===== src/autoneg_np_pkg.sv =====
// constants, field layouts and carriers for the auto-negotiation next-page register bank
package autoneg_np_pkg;

  localparam int ADDR_W = 8;
  localparam int DATA_W = 32;
  localparam int IDX_W  = 6;

  // register indices; byte address is four times the index
  localparam logic [IDX_W-1:0] IDX_PARTNER_ABILITY = 6'h05;
  localparam logic [IDX_W-1:0] IDX_EXPANSION       = 6'h06;
  localparam logic [IDX_W-1:0] IDX_NP_TRANSMIT     = 6'h07;
  localparam logic [IDX_W-1:0] IDX_NP_RECEIVED     = 6'h08;
  localparam logic [IDX_W-1:0] IDX_CONTROL         = 6'h10;
  localparam logic [IDX_W-1:0] IDX_IRQ_STATUS      = 6'h11;
  localparam logic [IDX_W-1:0] IDX_IRQ_MASK        = 6'h12;

  // expansion status field positions
  localparam int EXP_PD_FAULT   = 4;
  localparam int EXP_PARTNER_NP = 3;
  localparam int EXP_LOCAL_NP   = 2;
  localparam int EXP_PAGE_RX    = 1;
  localparam int EXP_PARTNER_AN = 0;

  // partner ability: 100 Mb/s ability bit
  localparam int LPA_100TX = 7;

  // control and interrupt field positions
  localparam int CTRL_AN_ENABLE = 0;
  localparam int IRQ_PD_FAULT   = 0;
  localparam int IRQ_PAGE_RX    = 1;
  localparam int IRQ_W          = 2;

  // values after reset
  localparam logic        LOCAL_NP_ABLE_RESET = 1'b1;
  localparam logic        AN_ENABLE_RESET     = 1'b1;
  localparam logic [10:0] NP_TX_CODE_RESET    = 11'h001;
  localparam logic [10:0] NP_RX_CODE_RESET    = 11'h000;
  localparam logic [15:0] LPA_RESET           = 16'h0000;
  localparam logic [IRQ_W-1:0] IRQ_MASK_RESET = 2'h0;

  localparam logic [1:0] RESP_OKAY   = 2'h0;
  localparam logic [1:0] RESP_SLVERR = 2'h2;

  // one next-page code word
  typedef struct packed {
    logic        more;
    logic        rsvd;
    logic        message_page_select;
    logic        acknowledge_two;
    logic        toggle;
    logic [10:0] page_code_field;
  } np_word_s;

  // one register write taken from the bus
  typedef struct packed {
    logic              en;
    logic [IDX_W-1:0]  idx;
    logic [DATA_W-1:0] data;
    logic [3:0]        strb;
  } reg_wr_s;

  typedef enum logic [0:0] {W_COLLECT = 1'b0, W_RESP = 1'b1} wr_state_e;
  typedef enum logic [0:0] {R_IDLE = 1'b0, R_DATA = 1'b1} rd_state_e;

endpackage : autoneg_np_pkg


===== src/reg_bus_slave.sv =====
// AXI4-Lite slave front end: takes one write and one read at a time
`timescale 1ns/1ps
`default_nettype none
module reg_bus_slave
  import autoneg_np_pkg::*;
(
  input  wire logic              clk,
  input  wire logic              rst,
  input  wire logic [ADDR_W-1:0] awaddr,
  input  wire logic              awvalid,
  output var  logic              awready,
  input  wire logic [DATA_W-1:0] wdata,
  input  wire logic [3:0]        wstrb,
  input  wire logic              wvalid,
  output var  logic              wready,
  output var  logic [1:0]        bresp,
  output var  logic              bvalid,
  input  wire logic              bready,
  input  wire logic [ADDR_W-1:0] araddr,
  input  wire logic              arvalid,
  output var  logic              arready,
  output var  logic [DATA_W-1:0] rdata,
  output var  logic [1:0]        rresp,
  output var  logic              rvalid,
  input  wire logic              rready,
  output var  reg_wr_s           wr,
  input  wire logic              wr_ok,
  output var  logic [IDX_W-1:0]  rd_idx,
  input  wire logic [DATA_W-1:0] rd_data,
  input  wire logic              rd_ok,
  output var  logic              rd_fire,
  output var  logic [IDX_W-1:0]  rd_done_idx
);

  wr_state_e         wstate, next_wstate;
  rd_state_e         rstate, next_rstate;
  logic [IDX_W-1:0]  wr_idx, next_wr_idx;
  logic [DATA_W-1:0] wr_data, next_wr_data;
  logic [3:0]        wr_strb, next_wr_strb;
  logic              next_awready, next_wready, next_bvalid, next_arready, next_rvalid;
  logic [1:0]        next_bresp, next_rresp;
  logic [DATA_W-1:0] next_rdata;
  logic [IDX_W-1:0]  next_rd_done_idx;

  // address and data may arrive in either order; both are held until the write
  always_comb begin
    next_wstate  = wstate;
    next_awready = awready;
    next_wready  = wready;
    next_bvalid  = bvalid;
    next_bresp   = bresp;
    next_wr_idx  = wr_idx;
    next_wr_data = wr_data;
    next_wr_strb = wr_strb;
    wr           = '0;
    unique case (wstate)
      W_COLLECT: begin
        if (awvalid && awready) begin
          next_wr_idx  = awaddr[IDX_W+1:2];
          next_awready = 1'b0;
        end
        if (wvalid && wready) begin
          next_wr_data = wdata;
          next_wr_strb = wstrb;
          next_wready  = 1'b0;
        end
        if (!awready && !wready) begin
          wr.en       = 1'b1;
          wr.idx      = wr_idx;
          wr.data     = wr_data;
          wr.strb     = wr_strb;
          next_bresp  = wr_ok ? RESP_OKAY : RESP_SLVERR;
          next_bvalid = 1'b1;
          next_wstate = W_RESP;
        end
      end
      W_RESP: begin
        if (bready) begin
          next_bvalid  = 1'b0;
          next_awready = 1'b1;
          next_wready  = 1'b1;
          next_wstate  = W_COLLECT;
        end
      end
    endcase
  end

  assign rd_idx  = araddr[IDX_W+1:2];
  assign rd_fire = rvalid && rready;

  // read data is frozen at address accept so read-clear acts on what was returned
  always_comb begin
    next_rstate      = rstate;
    next_arready     = arready;
    next_rvalid      = rvalid;
    next_rdata       = rdata;
    next_rresp       = rresp;
    next_rd_done_idx = rd_done_idx;
    unique case (rstate)
      R_IDLE: begin
        if (arvalid) begin
          next_rdata       = rd_data;
          next_rresp       = rd_ok ? RESP_OKAY : RESP_SLVERR;
          next_rd_done_idx = rd_idx;
          next_arready     = 1'b0;
          next_rvalid      = 1'b1;
          next_rstate      = R_DATA;
        end
      end
      R_DATA: begin
        if (rready) begin
          next_rvalid  = 1'b0;
          next_arready = 1'b1;
          next_rstate  = R_IDLE;
        end
      end
    endcase
  end

  always_ff @(posedge clk or posedge rst) begin
    if (rst) begin
      wstate      <= W_COLLECT;
      rstate      <= R_IDLE;
      awready     <= 1'b1;
      wready      <= 1'b1;
      bvalid      <= 1'b0;
      bresp       <= RESP_OKAY;
      wr_idx      <= '0;
      wr_data     <= '0;
      wr_strb     <= '0;
      arready     <= 1'b1;
      rvalid      <= 1'b0;
      rdata       <= '0;
      rresp       <= RESP_OKAY;
      rd_done_idx <= '0;
    end else begin
      wstate      <= next_wstate;
      rstate      <= next_rstate;
      awready     <= next_awready;
      wready      <= next_wready;
      bvalid      <= next_bvalid;
      bresp       <= next_bresp;
      wr_idx      <= next_wr_idx;
      wr_data     <= next_wr_data;
      wr_strb     <= next_wr_strb;
      arready     <= next_arready;
      rvalid      <= next_rvalid;
      rdata       <= next_rdata;
      rresp       <= next_rresp;
      rd_done_idx <= next_rd_done_idx;
    end
  end

endmodule : reg_bus_slave
`default_nettype wire


===== src/autoneg_next_page_regs.sv =====
// auto-negotiation expansion status and next-page register bank behind AXI4-Lite
`timescale 1ns/1ps
`default_nettype none
// Operation
// RULE1 - parallel detection fault sets expansion bit 4; a read clears it
// RULE2 - expansion bit 3 shows partner next-page ability, read only
// RULE3 - expansion bit 2 shows local next-page ability, 1 after reset
// RULE4 - a new page from the partner sets expansion bit 1; a read clears it
// RULE5 - expansion bit 0 shows partner negotiation ability while negotiation is enabled
// RULE6 - transmit next-page register at index 7 holds the page sent to the partner
// RULE7 - software sets transmit bit 15 when more pages follow, clears on last
// RULE8 - code field 10:0 is message code when bit 13 set; transmit reset 0x1
// RULE9 - software sets transmit bit 12 when the local side will comply
// RULE10 - toggle bit 11 is driven as inverse of the previous code word's toggle
// RULE11 - each received next page is captured at index 8, code resetting to 0x0
// RULE12 - received toggle 0 means the previous code word's toggle was 1
// RULE13 - a 100 Mb/s parallel-detected link sets the partner 100 Mb/s ability bit
// RULE14 - read-clear bits clear only on a completed read; same-cycle events stay
module autoneg_next_page_regs
  import autoneg_np_pkg::*;
(
  input  wire logic              CLK,
  input  wire logic              RST,
  input  wire logic [ADDR_W-1:0] AWADDR,
  input  wire logic              AWVALID,
  output var  logic              AWREADY,
  input  wire logic [DATA_W-1:0] WDATA,
  input  wire logic [3:0]        WSTRB,
  input  wire logic              WVALID,
  output var  logic              WREADY,
  output var  logic [1:0]        BRESP,
  output var  logic              BVALID,
  input  wire logic              BREADY,
  input  wire logic [ADDR_W-1:0] ARADDR,
  input  wire logic              ARVALID,
  output var  logic              ARREADY,
  output var  logic [DATA_W-1:0] RDATA,
  output var  logic [1:0]        RRESP,
  output var  logic              RVALID,
  input  wire logic              RREADY,
  input  wire logic              PD_FAULT,
  input  wire logic              PD_LINK_100,
  input  wire logic              PARTNER_NP_ABLE,
  input  wire logic              PARTNER_AN_ABLE,
  input  wire logic              BASE_PAGE_STROBE,
  input  wire logic [15:0]       BASE_PAGE,
  input  wire logic              NEXT_PAGE_STROBE,
  input  wire np_word_s          NEXT_PAGE,
  input  wire logic              NP_EXCHANGED,
  input  wire logic              AN_RESTART,
  output var  np_word_s          NP_TX_WORD,
  output var  logic              AN_ENABLE,
  output var  logic              IRQ
);

  reg_wr_s           wr;
  logic [IDX_W-1:0]  rd_idx;
  logic [IDX_W-1:0]  rd_done_idx;
  logic              rd_fire;
  logic [DATA_W-1:0] rd_data;
  logic              rd_ok;
  logic              wr_ok;

  reg_bus_slave u_bus (
    .clk         (CLK),
    .rst         (RST),
    .awaddr      (AWADDR),
    .awvalid     (AWVALID),
    .awready     (AWREADY),
    .wdata       (WDATA),
    .wstrb       (WSTRB),
    .wvalid      (WVALID),
    .wready      (WREADY),
    .bresp       (BRESP),
    .bvalid      (BVALID),
    .bready      (BREADY),
    .araddr      (ARADDR),
    .arvalid     (ARVALID),
    .arready     (ARREADY),
    .rdata       (RDATA),
    .rresp       (RRESP),
    .rvalid      (RVALID),
    .rready      (RREADY),
    .wr          (wr),
    .wr_ok       (wr_ok),
    .rd_idx      (rd_idx),
    .rd_data     (rd_data),
    .rd_ok       (rd_ok),
    .rd_fire     (rd_fire),
    .rd_done_idx (rd_done_idx)
  );

  // register state
  logic             pd_fault_seen, next_pd_fault_seen;
  logic             page_rx_seen, next_page_rx_seen;
  np_word_s         np_tx, next_np_tx;
  np_word_s         np_rx, next_np_rx;
  logic [15:0]      partner_ability_register, next_partner_ability_register;
  logic             an_enable, next_an_enable;
  logic             tx_toggle, next_tx_toggle;
  logic [IRQ_W-1:0] irq_status, next_irq_status;
  logic [IRQ_W-1:0] irq_mask, next_irq_mask;
  logic             irq, next_irq;

  logic [15:0]      lane_mask;
  logic [15:0]      wr_word;
  logic             exp_read_done;
  logic             page_event;
  logic [IRQ_W-1:0] irq_events;

  // 16-bit registers use the two low byte lanes only
  assign lane_mask     = {{8{wr.strb[1]}}, {8{wr.strb[0]}}};
  assign wr_word       = wr.data[15:0];
  assign exp_read_done = rd_fire && (rd_done_idx == IDX_EXPANSION); // [RULE14]
  assign page_event    = BASE_PAGE_STROBE || NEXT_PAGE_STROBE;
  assign irq_events    = {page_event, PD_FAULT};

  always_comb begin
    wr_ok = 1'b0;
    unique case (wr.idx)
      IDX_PARTNER_ABILITY, IDX_EXPANSION, IDX_NP_TRANSMIT, IDX_NP_RECEIVED,
      IDX_CONTROL, IDX_IRQ_STATUS, IDX_IRQ_MASK: wr_ok = 1'b1;
      default: wr_ok = 1'b0;
    endcase
  end

  // read mux; bits above the register width and reserved bits read zero
  always_comb begin
    rd_data = '0;
    rd_ok   = 1'b1;
    unique case (rd_idx)
      IDX_PARTNER_ABILITY: begin
        rd_data[15:0] = partner_ability_register;
      end
      IDX_EXPANSION: begin
        rd_data[EXP_PD_FAULT]   = pd_fault_seen; // [RULE1]
        rd_data[EXP_PARTNER_NP] = PARTNER_NP_ABLE; // [RULE2]
        rd_data[EXP_LOCAL_NP]   = LOCAL_NP_ABLE_RESET; // [RULE3]
        rd_data[EXP_PAGE_RX]    = page_rx_seen; // [RULE4]
        rd_data[EXP_PARTNER_AN] = an_enable && PARTNER_AN_ABLE; // [RULE5]
      end
      IDX_NP_TRANSMIT: begin
        rd_data[15:0] = np_tx; // [RULE6]
      end
      IDX_NP_RECEIVED: begin
        rd_data[15:0] = np_rx; // [RULE11]
      end
      IDX_CONTROL: begin
        rd_data[CTRL_AN_ENABLE] = an_enable;
      end
      IDX_IRQ_STATUS: begin
        rd_data[IRQ_W-1:0] = irq_status;
      end
      IDX_IRQ_MASK: begin
        rd_data[IRQ_W-1:0] = irq_mask;
      end
      default: begin
        rd_ok = 1'b0;
      end
    endcase
  end

  // expansion read-clear bits: only bits actually returned as 1 are cleared,
  // so an event landing between address accept and the handshake is not lost
  always_comb begin
    next_pd_fault_seen = pd_fault_seen;
    next_page_rx_seen  = page_rx_seen;
    if (exp_read_done && RDATA[EXP_PD_FAULT]) begin
      next_pd_fault_seen = 1'b0; // [RULE14]
    end
    if (exp_read_done && RDATA[EXP_PAGE_RX]) begin
      next_page_rx_seen = 1'b0; // [RULE14]
    end
    if (PD_FAULT) begin
      next_pd_fault_seen = 1'b1; // [RULE1]
    end
    if (page_event) begin
      next_page_rx_seen = 1'b1; // [RULE4]
    end
  end

  // transmit page: software owns more, message, acknowledge-two and code;
  // toggle is hardware's and ignores writes
  always_comb begin
    next_np_tx     = np_tx;
    next_tx_toggle = tx_toggle;
    if (wr.en && wr.idx == IDX_NP_TRANSMIT) begin
      next_np_tx.more = lane_mask[15] ? wr_word[15] : np_tx.more; // [RULE7]
      next_np_tx.message_page_select =
        lane_mask[13] ? wr_word[13] : np_tx.message_page_select; // [RULE8]
      next_np_tx.acknowledge_two =
        lane_mask[12] ? wr_word[12] : np_tx.acknowledge_two; // [RULE9]
      next_np_tx.page_code_field =
        (wr_word[10:0] & lane_mask[10:0]) |
        (np_tx.page_code_field & ~lane_mask[10:0]); // [RULE8]
    end
    if (AN_RESTART) begin
      next_tx_toggle = 1'b0;
    end else if (NP_EXCHANGED) begin
      next_tx_toggle = ~tx_toggle; // [RULE10]
    end
    next_np_tx.rsvd   = 1'b0;
    next_np_tx.toggle = next_tx_toggle; // [RULE10]
  end

  // received page is stored as sent, so toggle 0 marks a previous toggle of 1
  always_comb begin
    next_np_rx = np_rx;
    if (NEXT_PAGE_STROBE) begin
      next_np_rx      = NEXT_PAGE; // [RULE11] [RULE12]
      next_np_rx.rsvd = 1'b0;
    end
  end

  // partner ability: base page load, plus parallel-detect 100 Mb/s; the set wins
  always_comb begin
    next_partner_ability_register = partner_ability_register;
    if (BASE_PAGE_STROBE) begin
      next_partner_ability_register = BASE_PAGE;
    end
    if (PD_LINK_100) begin
      next_partner_ability_register[LPA_100TX] = 1'b1; // [RULE13]
    end
  end

  // control, interrupt status (write one to clear, set wins) and mask
  always_comb begin
    next_an_enable  = an_enable;
    next_irq_mask   = irq_mask;
    next_irq_status = irq_status;
    if (wr.en && wr.idx == IDX_CONTROL && wr.strb[0]) begin
      next_an_enable = wr.data[CTRL_AN_ENABLE];
    end
    if (wr.en && wr.idx == IDX_IRQ_MASK && wr.strb[0]) begin
      next_irq_mask = wr.data[IRQ_W-1:0];
    end
    if (wr.en && wr.idx == IDX_IRQ_STATUS && wr.strb[0]) begin
      next_irq_status = irq_status & ~wr.data[IRQ_W-1:0];
    end
    next_irq_status = next_irq_status | irq_events;
    next_irq        = |(next_irq_status & next_irq_mask);
  end

  // read-clear flags
  always_ff @(posedge CLK or posedge RST) begin
    if (RST) begin
      pd_fault_seen <= 1'b0;
      page_rx_seen  <= 1'b0;
    end else begin
      pd_fault_seen <= next_pd_fault_seen;
      page_rx_seen  <= next_page_rx_seen;
    end
  end

  // transmit page and hardware toggle
  always_ff @(posedge CLK or posedge RST) begin
    if (RST) begin
      np_tx     <= '{more: 1'b0, rsvd: 1'b0, message_page_select: 1'b0,
                     acknowledge_two: 1'b0, toggle: 1'b0,
                     page_code_field: NP_TX_CODE_RESET};
      tx_toggle <= 1'b0;
    end else begin
      np_tx     <= next_np_tx;
      tx_toggle <= next_tx_toggle;
    end
  end

  // captured partner next page
  always_ff @(posedge CLK or posedge RST) begin
    if (RST) begin
      np_rx <= '{more: 1'b0, rsvd: 1'b0, message_page_select: 1'b0,
                 acknowledge_two: 1'b0, toggle: 1'b0,
                 page_code_field: NP_RX_CODE_RESET};
    end else begin
      np_rx <= next_np_rx;
    end
  end

  // partner ability word
  always_ff @(posedge CLK or posedge RST) begin
    if (RST) begin
      partner_ability_register <= LPA_RESET;
    end else begin
      partner_ability_register <= next_partner_ability_register;
    end
  end

  // control and interrupt; irq is a flop so the pin never glitches
  always_ff @(posedge CLK or posedge RST) begin
    if (RST) begin
      an_enable  <= AN_ENABLE_RESET;
      irq_status <= '0;
      irq_mask   <= IRQ_MASK_RESET;
      irq        <= 1'b0;
    end else begin
      an_enable  <= next_an_enable;
      irq_status <= next_irq_status;
      irq_mask   <= next_irq_mask;
      irq        <= next_irq;
    end
  end

  assign NP_TX_WORD = np_tx;
  assign AN_ENABLE  = an_enable;
  assign IRQ        = irq;

endmodule : autoneg_next_page_regs
`default_nettype wire


===== config.mk =====
export PLATFORM = sky130hd
export DESIGN_NAME = autoneg_next_page_regs
export DESIGN_NICKNAME = d
export VERILOG_FILES = /design/src/autoneg_np_pkg.sv /design/src/reg_bus_slave.sv /design/src/autoneg_next_page_regs.sv
export SDC_FILE = /design/constraint.sdc
export NUM_CORES = 1
export LEC_CHECK = 0
export ABC_AREA = 1
export ABC_CLOCK_PERIOD_IN_PS = 3130
export CELL_PAD_IN_SITES_DETAIL_PLACEMENT = 0
export CELL_PAD_IN_SITES_GLOBAL_PLACEMENT = 1
export CORE_ASPECT_RATIO = 1.2
export CORE_MARGIN = 2
export CORE_UTILIZATION = 43
export DETAILED_ROUTE_END_ITERATION = 10
export DONT_BUFFER_PORTS = 1
export GPL_TIMING_DRIVEN = 0
export PLACE_DENSITY = 0.83
export SLEW_MARGIN = 20
export SYNTH_ARGS = -nofsm -noshare
export SYNTH_HDL_FRONTEND = slang
export SYNTH_HIERARCHICAL = 1
export SYNTH_SLANG_ARGS = --single-unit
export TNS_END_PERCENT = 30

===== constraint.sdc =====
create_clock -name CLK -period 3.13 [get_ports CLK]
set_clock_uncertainty 0.1 [all_clocks]
set_input_delay 0.626 -clock CLK [delete_from_list [all_inputs] [get_ports CLK]]
set_output_delay 0.626 -clock CLK [all_outputs]
set_load 0.01 [all_outputs]

Yosys cells after proc, flatten, opt, wreduce, memory -nomap -nowiden --
Index checks and enable logic that the tools add are counted.
Storage, ports and cells: register bits 129, input port bits 99, output and inout port bits 59, word-level logic and storage cells 138
Cells by class: equal/unequal tests 21, mux-type cells 40, bitwise logic cells 11, reduce and logical (&&, ||, !) cells 34
Operators by type and width (count):
- $mux W43 | 2
- $eq A6 B3 Y1 const B | 7
- $eq A6 B5 Y1 const B | 6
- $pmux W11 S3 | 1
- $and A11 B11 Y11 | 2
- $mux W1 | 22
- $reduce_and A2 Y1 | 9
- $logic_and A1 B1 Y1 | 15
- $pmux W1 S2 | 7
- $reduce_or A7 Y1 | 2
- $eq A6 B4 Y1 const B | 2
- $pmux W3 S4 | 1
- $not A11 Y11 | 1
- $or A11 B11 Y11 | 1
- $mux W2 | 4
- $mux W8 | 1
- $reduce_bool A2 Y1 | 4
- $pmux W1 S7 | 1
- $ne A2 B1 Y1 const B | 3
- $ne A2 B2 Y1 const B | 3
- $pmux W1 S6 | 1
- $and A2 B2 Y2 | 2
- $not A1 Y1 | 3
- $logic_not A1 Y1 | 2
- 4 further kinds | 4

Longest topological paths before layout --
word-level depth 11, depth in mapped cells 14, mapped depth without buffers 12

Modules after synthesis --
Netlist, hierarchy kept.
Modules (own cells, without submodules):
- reg_bus_slave | times used 1, cells each 492, area an instance 4053.9 um2, sequential area each 2230.9 um2
- autoneg_next_page_regs | times used 1, cells each 340, area an instance 2773.9 um2, sequential area each 1353.8 um2

Worst setup path before layout --
Ideal clock, no wire load.
path type reg-to-reg, start point register u_bus.awready, end point register (tool-made name), library setup time 79 ps, arrival time 1819 ps, required time 2951 ps, slack 1132 ps, stages on the path, launching flop included 13, buffers on the path 3, period minus slack after synthesis 1998 ps, cell sequence dfstp_2 -> buf_4 -> nor2_2 -> nand2_4 -> buf_6 -> nor2_1 -> nand2_2 -> nor3_4 -> nand2_4 -> nor2_8 -> buf_6 -> nand2_1 -> o21ai_0
RTL lines:
- from (decl) | line reg_bus_slave.sv:11 | output var logic awready,
- from (signal assigned) | line reg_bus_slave.sv:139 | awready <= next_awready;

==> results_tabular.tex <==
\begin{tabular}{lr}
\hline
Metric & Value \\
\hline
\multicolumn{2}{l}{\textbf{Run status}} \\
Outcome & complete, no violations \\
\multicolumn{2}{l}{\textbf{Detailed routing}} \\
Residual DRC & 0 \\
Detailed-route wire length on metal 1 & 5540 um \\
Via density & 4.93 \\
First-pass iteration count of the detailed router & 4 \\
Total length of routed met2 wires & 6860 um \\
Detailed-routed wire length on met3 & 977 um \\
Number of DRC violations after detailed-routing iteration 0 & 217 \\
Highest metal used & met5 \\
Post-detailed-route wirelength per cell & 14.9 um \\
Via total after detailed routing & 4591 \\
Count of antenna-violating nets left after detailed routing & 0 \\
DRT Wirelength & 13900 um \\
\multicolumn{2}{l}{\textbf{Timing}} \\
Final TNS setup & 0 ns \\
Worst Max-Slew Pin Slew & 0.757 ns \\
Minimum clock period after layout & between 2 and 2.5 ns \\
RSZ-0062 raised after global routing & false \\
Headroom to the max-slew limit & between 40 and 50\% \\
Final setup violation count & 0 \\
Hold Fails Final Rpt & 0 \\
Max-slew violation total from the final report & 0 \\
Highest attainable clock frequency & 0.449 GHz \\
Period utilization & 71.1\% \\
\multicolumn{2}{l}{\textbf{Floorplan}} \\
Initial core utilization & around 44\% \\
Overall die height & 132 um \\
Io pins & around 160 \\
Core area & 13300 um\^{}2 \\
Full die area & 14600 um\^{}2 \\
Number of placement rows & 46 \\
Horizontal die dimension & $\sim$110 um \\
\multicolumn{2}{l}{\textbf{Layout}} \\
Total non-filler cell area in the finished layout & roughly 7000 um\^{}2 \\
Layout cell share with drive strength beyond 1 & around 14\% \\
Total Nets Final & 847 \\
Utilization after layout & 51.6\% \\
Area growth syn-to-layout & 16.7\% \\
\multicolumn{2}{l}{\textbf{Global routing}} \\
Gr usage total & around 19\% \\
Via count of the first global-routing pass & 4563 \\
Wire length of the first global-routing pass & 22300 um \\
Largest net degree at the start of global routing & 43 \\
Initial antenna violation count & 3 \\
Overflow left after global routing & 0 \\
\multicolumn{2}{l}{\textbf{Worst setup path}} \\
Element type at the critical path start & flip-flop \\
Critical path capture point type & flip-flop \\
Arrival time worst endpoint & 2.44 ns \\
Critical path's slowest cell & dfstp\_2 \\
Maximum fanout count along the critical path & 10 \\
Critical path class & flip-flop to flip-flop \\
Critical-path cell list & buf\_4, nor2\_2, nand2\_4, buf\_6, nor2\_1, nand2\_2, nor3\_4, nand2\_4, nor2\_8, buf\_6, nand2\_1, o21ai\_0 \\
Number of buffers and inverters on the critical path & 3 \\
Kind of cell adding the most delay to the critical path & simple AND/OR/NAND/NOR gates \\
Largest stage delay, worst path & 0.39 ns \\
Critical path required time & 3.34 ns \\
\multicolumn{2}{l}{\textbf{Power and ir drop}} \\
Ratio of total power to cell area & 757 nW/um\^{}2 \\
Cell leakage power & 3.55 nW \\
Post-route total power & $\sim$5.2 mW \\
Peak supply drop & approximately 480 uV \\
\multicolumn{2}{l}{\textbf{Synthesis}} \\
Synth Area per Inst & 8.29 um\^{}2 \\
Warning count from the yosys run & 6 \\
Number of instances in the synthesized netlist & 709 \\
Synthesized area & $\sim$5900 um\^{}2 \\
\multicolumn{2}{l}{\textbf{Placed design}} \\
Port Buf Inserts & 0 \\
Global placement routability congestion & around 0.9 \\
Half-perimeter wire length after detailed placement & 10900 um \\
Placed cell area & $\sim$6200 um\^{}2 \\
\multicolumn{2}{l}{\textbf{Clocking}} \\
CTS tree & built \\
Clock net sink count & 123 \\
Insertion delay of the later-clocked pin in the worst-skew pair & 0.40 ns \\
Cts bufs inserted & 17 \\
Clock H-tree levels & 4 \\
CTS clk-pin slew, worst paths & around 0.06 ns \\
Root Buffer Master & clkbuf\_16 \\
Number of setup buffers added after CTS & 0 \\
Clock buffer depth & 2 \\
\multicolumn{2}{l}{\textbf{Worst hold path}} \\
Min-delay worst type & input pin to async pin \\
\multicolumn{2}{l}{\textbf{Job}} \\
Number of violations of the max-capacitance limit & 0 \\
\hline
\end{tabular}
==> sequential cells by signal, summed over array words and instances (netlist names), 2 cells and up, named ones only <==
register                  flops
partner_ability_register     16
u_bus/wr_idx                  6
irq_status                    2
u_bus/rd_done_idx             6
NP_TX_WORD                    3
irq_mask                      2
u_bus/wr_strb                 2
u_bus/wr_data                14
u_bus/rdata                  32
np_rx                        15
==> report_power, final <==
group / internal (mW) / leakage [nW] / total [mW] / switching [mW]
clock network: 1.43 / 0.305 / 2.11 / 0.683
registers: 1.88 / 1.53 / 2.09 / 0.208
logic: 0.373 / 1.72 / 0.994 / 0.620
==> worst register-to-register path: cells and delay by family (launching register included) <==
family	cells	cell delay, ns
compound gates	1	0.09
buf+inv	3	0.46
flops	1	0.39
simple gates	8	1.10
==> cells in the final DEF (no fill, tap or decap), types with 5 or more instances in the layout <==
master,n
nand2_1,231
dfrtp_1,118
inv_1,87
nand3_1,54
o21ai_0,41
nor2_1,39
nand4_1,30
buf_2,19
conb_1,19
clkbuf_16,17
buf_4,15
o221ai_1,10
clkbuf_1,8
buf_6,7
mux2_2,7
dfstp_2,5
bufinv_16,5
==> through the flow <==
step                std cells  setup slack (ns)  hold slack, ns
floorplan                 726             0.669           0.341
global placement          894           -0.0280           0.356
detailed placement        896             0.912           0.359
CTS                       928             0.872           0.150
global route              929             0.685           0.180
finish                    931             0.904           0.142
==> worst paths after layout <==
check	endpoint	slack, ns	from	depth (start not counted)
worst min register to register	u_bus/wr_data[6]	0.37	u_bus/wr_data[6]	2
max in group asynchronous	u_bus/arready	1.73	RST	3
worst min-delay path	NP_TX_WORD[12]	0.14	RST	1
min in group CLK	tx_toggle	0.22	NP_EXCHANGED	1
worst max register to register	flip-flop	0.90	u_bus/awready	12
worst max-delay path	flip-flop	0.90	u_bus/awready	12
==> timing repair <==
action | CTS | global route
endpoints found under the hold margin | 25 | 0
gates resized for setup | 0 | 0
hold buffers | 1 | 0
==> per-layer routing <==
layer | up-vias | global-route usage (%)
met5 | - | 0
met4 | 2 | 8.68
met3 | 33 | 7.63
met2 | 145 | 32.9
met1 | 2110 | 21.3
li1 | 2301 | -
==> area by class of cell <==
cell class / count / area, um^2
fillers: 1228 / 6440
flip-flops and latches: 123 / 3080
multi-input cells: 465 / 2210
clock buffers: 19 / 443
inverters: 90 / 340
plain buffers: 48 / 313
well taps: 168 / 210
clock inverters: 12 / 196
repair buffers: 3 / 57.6
diodes: 3 / 7.51
Note: power is estimated with default switching activity, not from simulation.
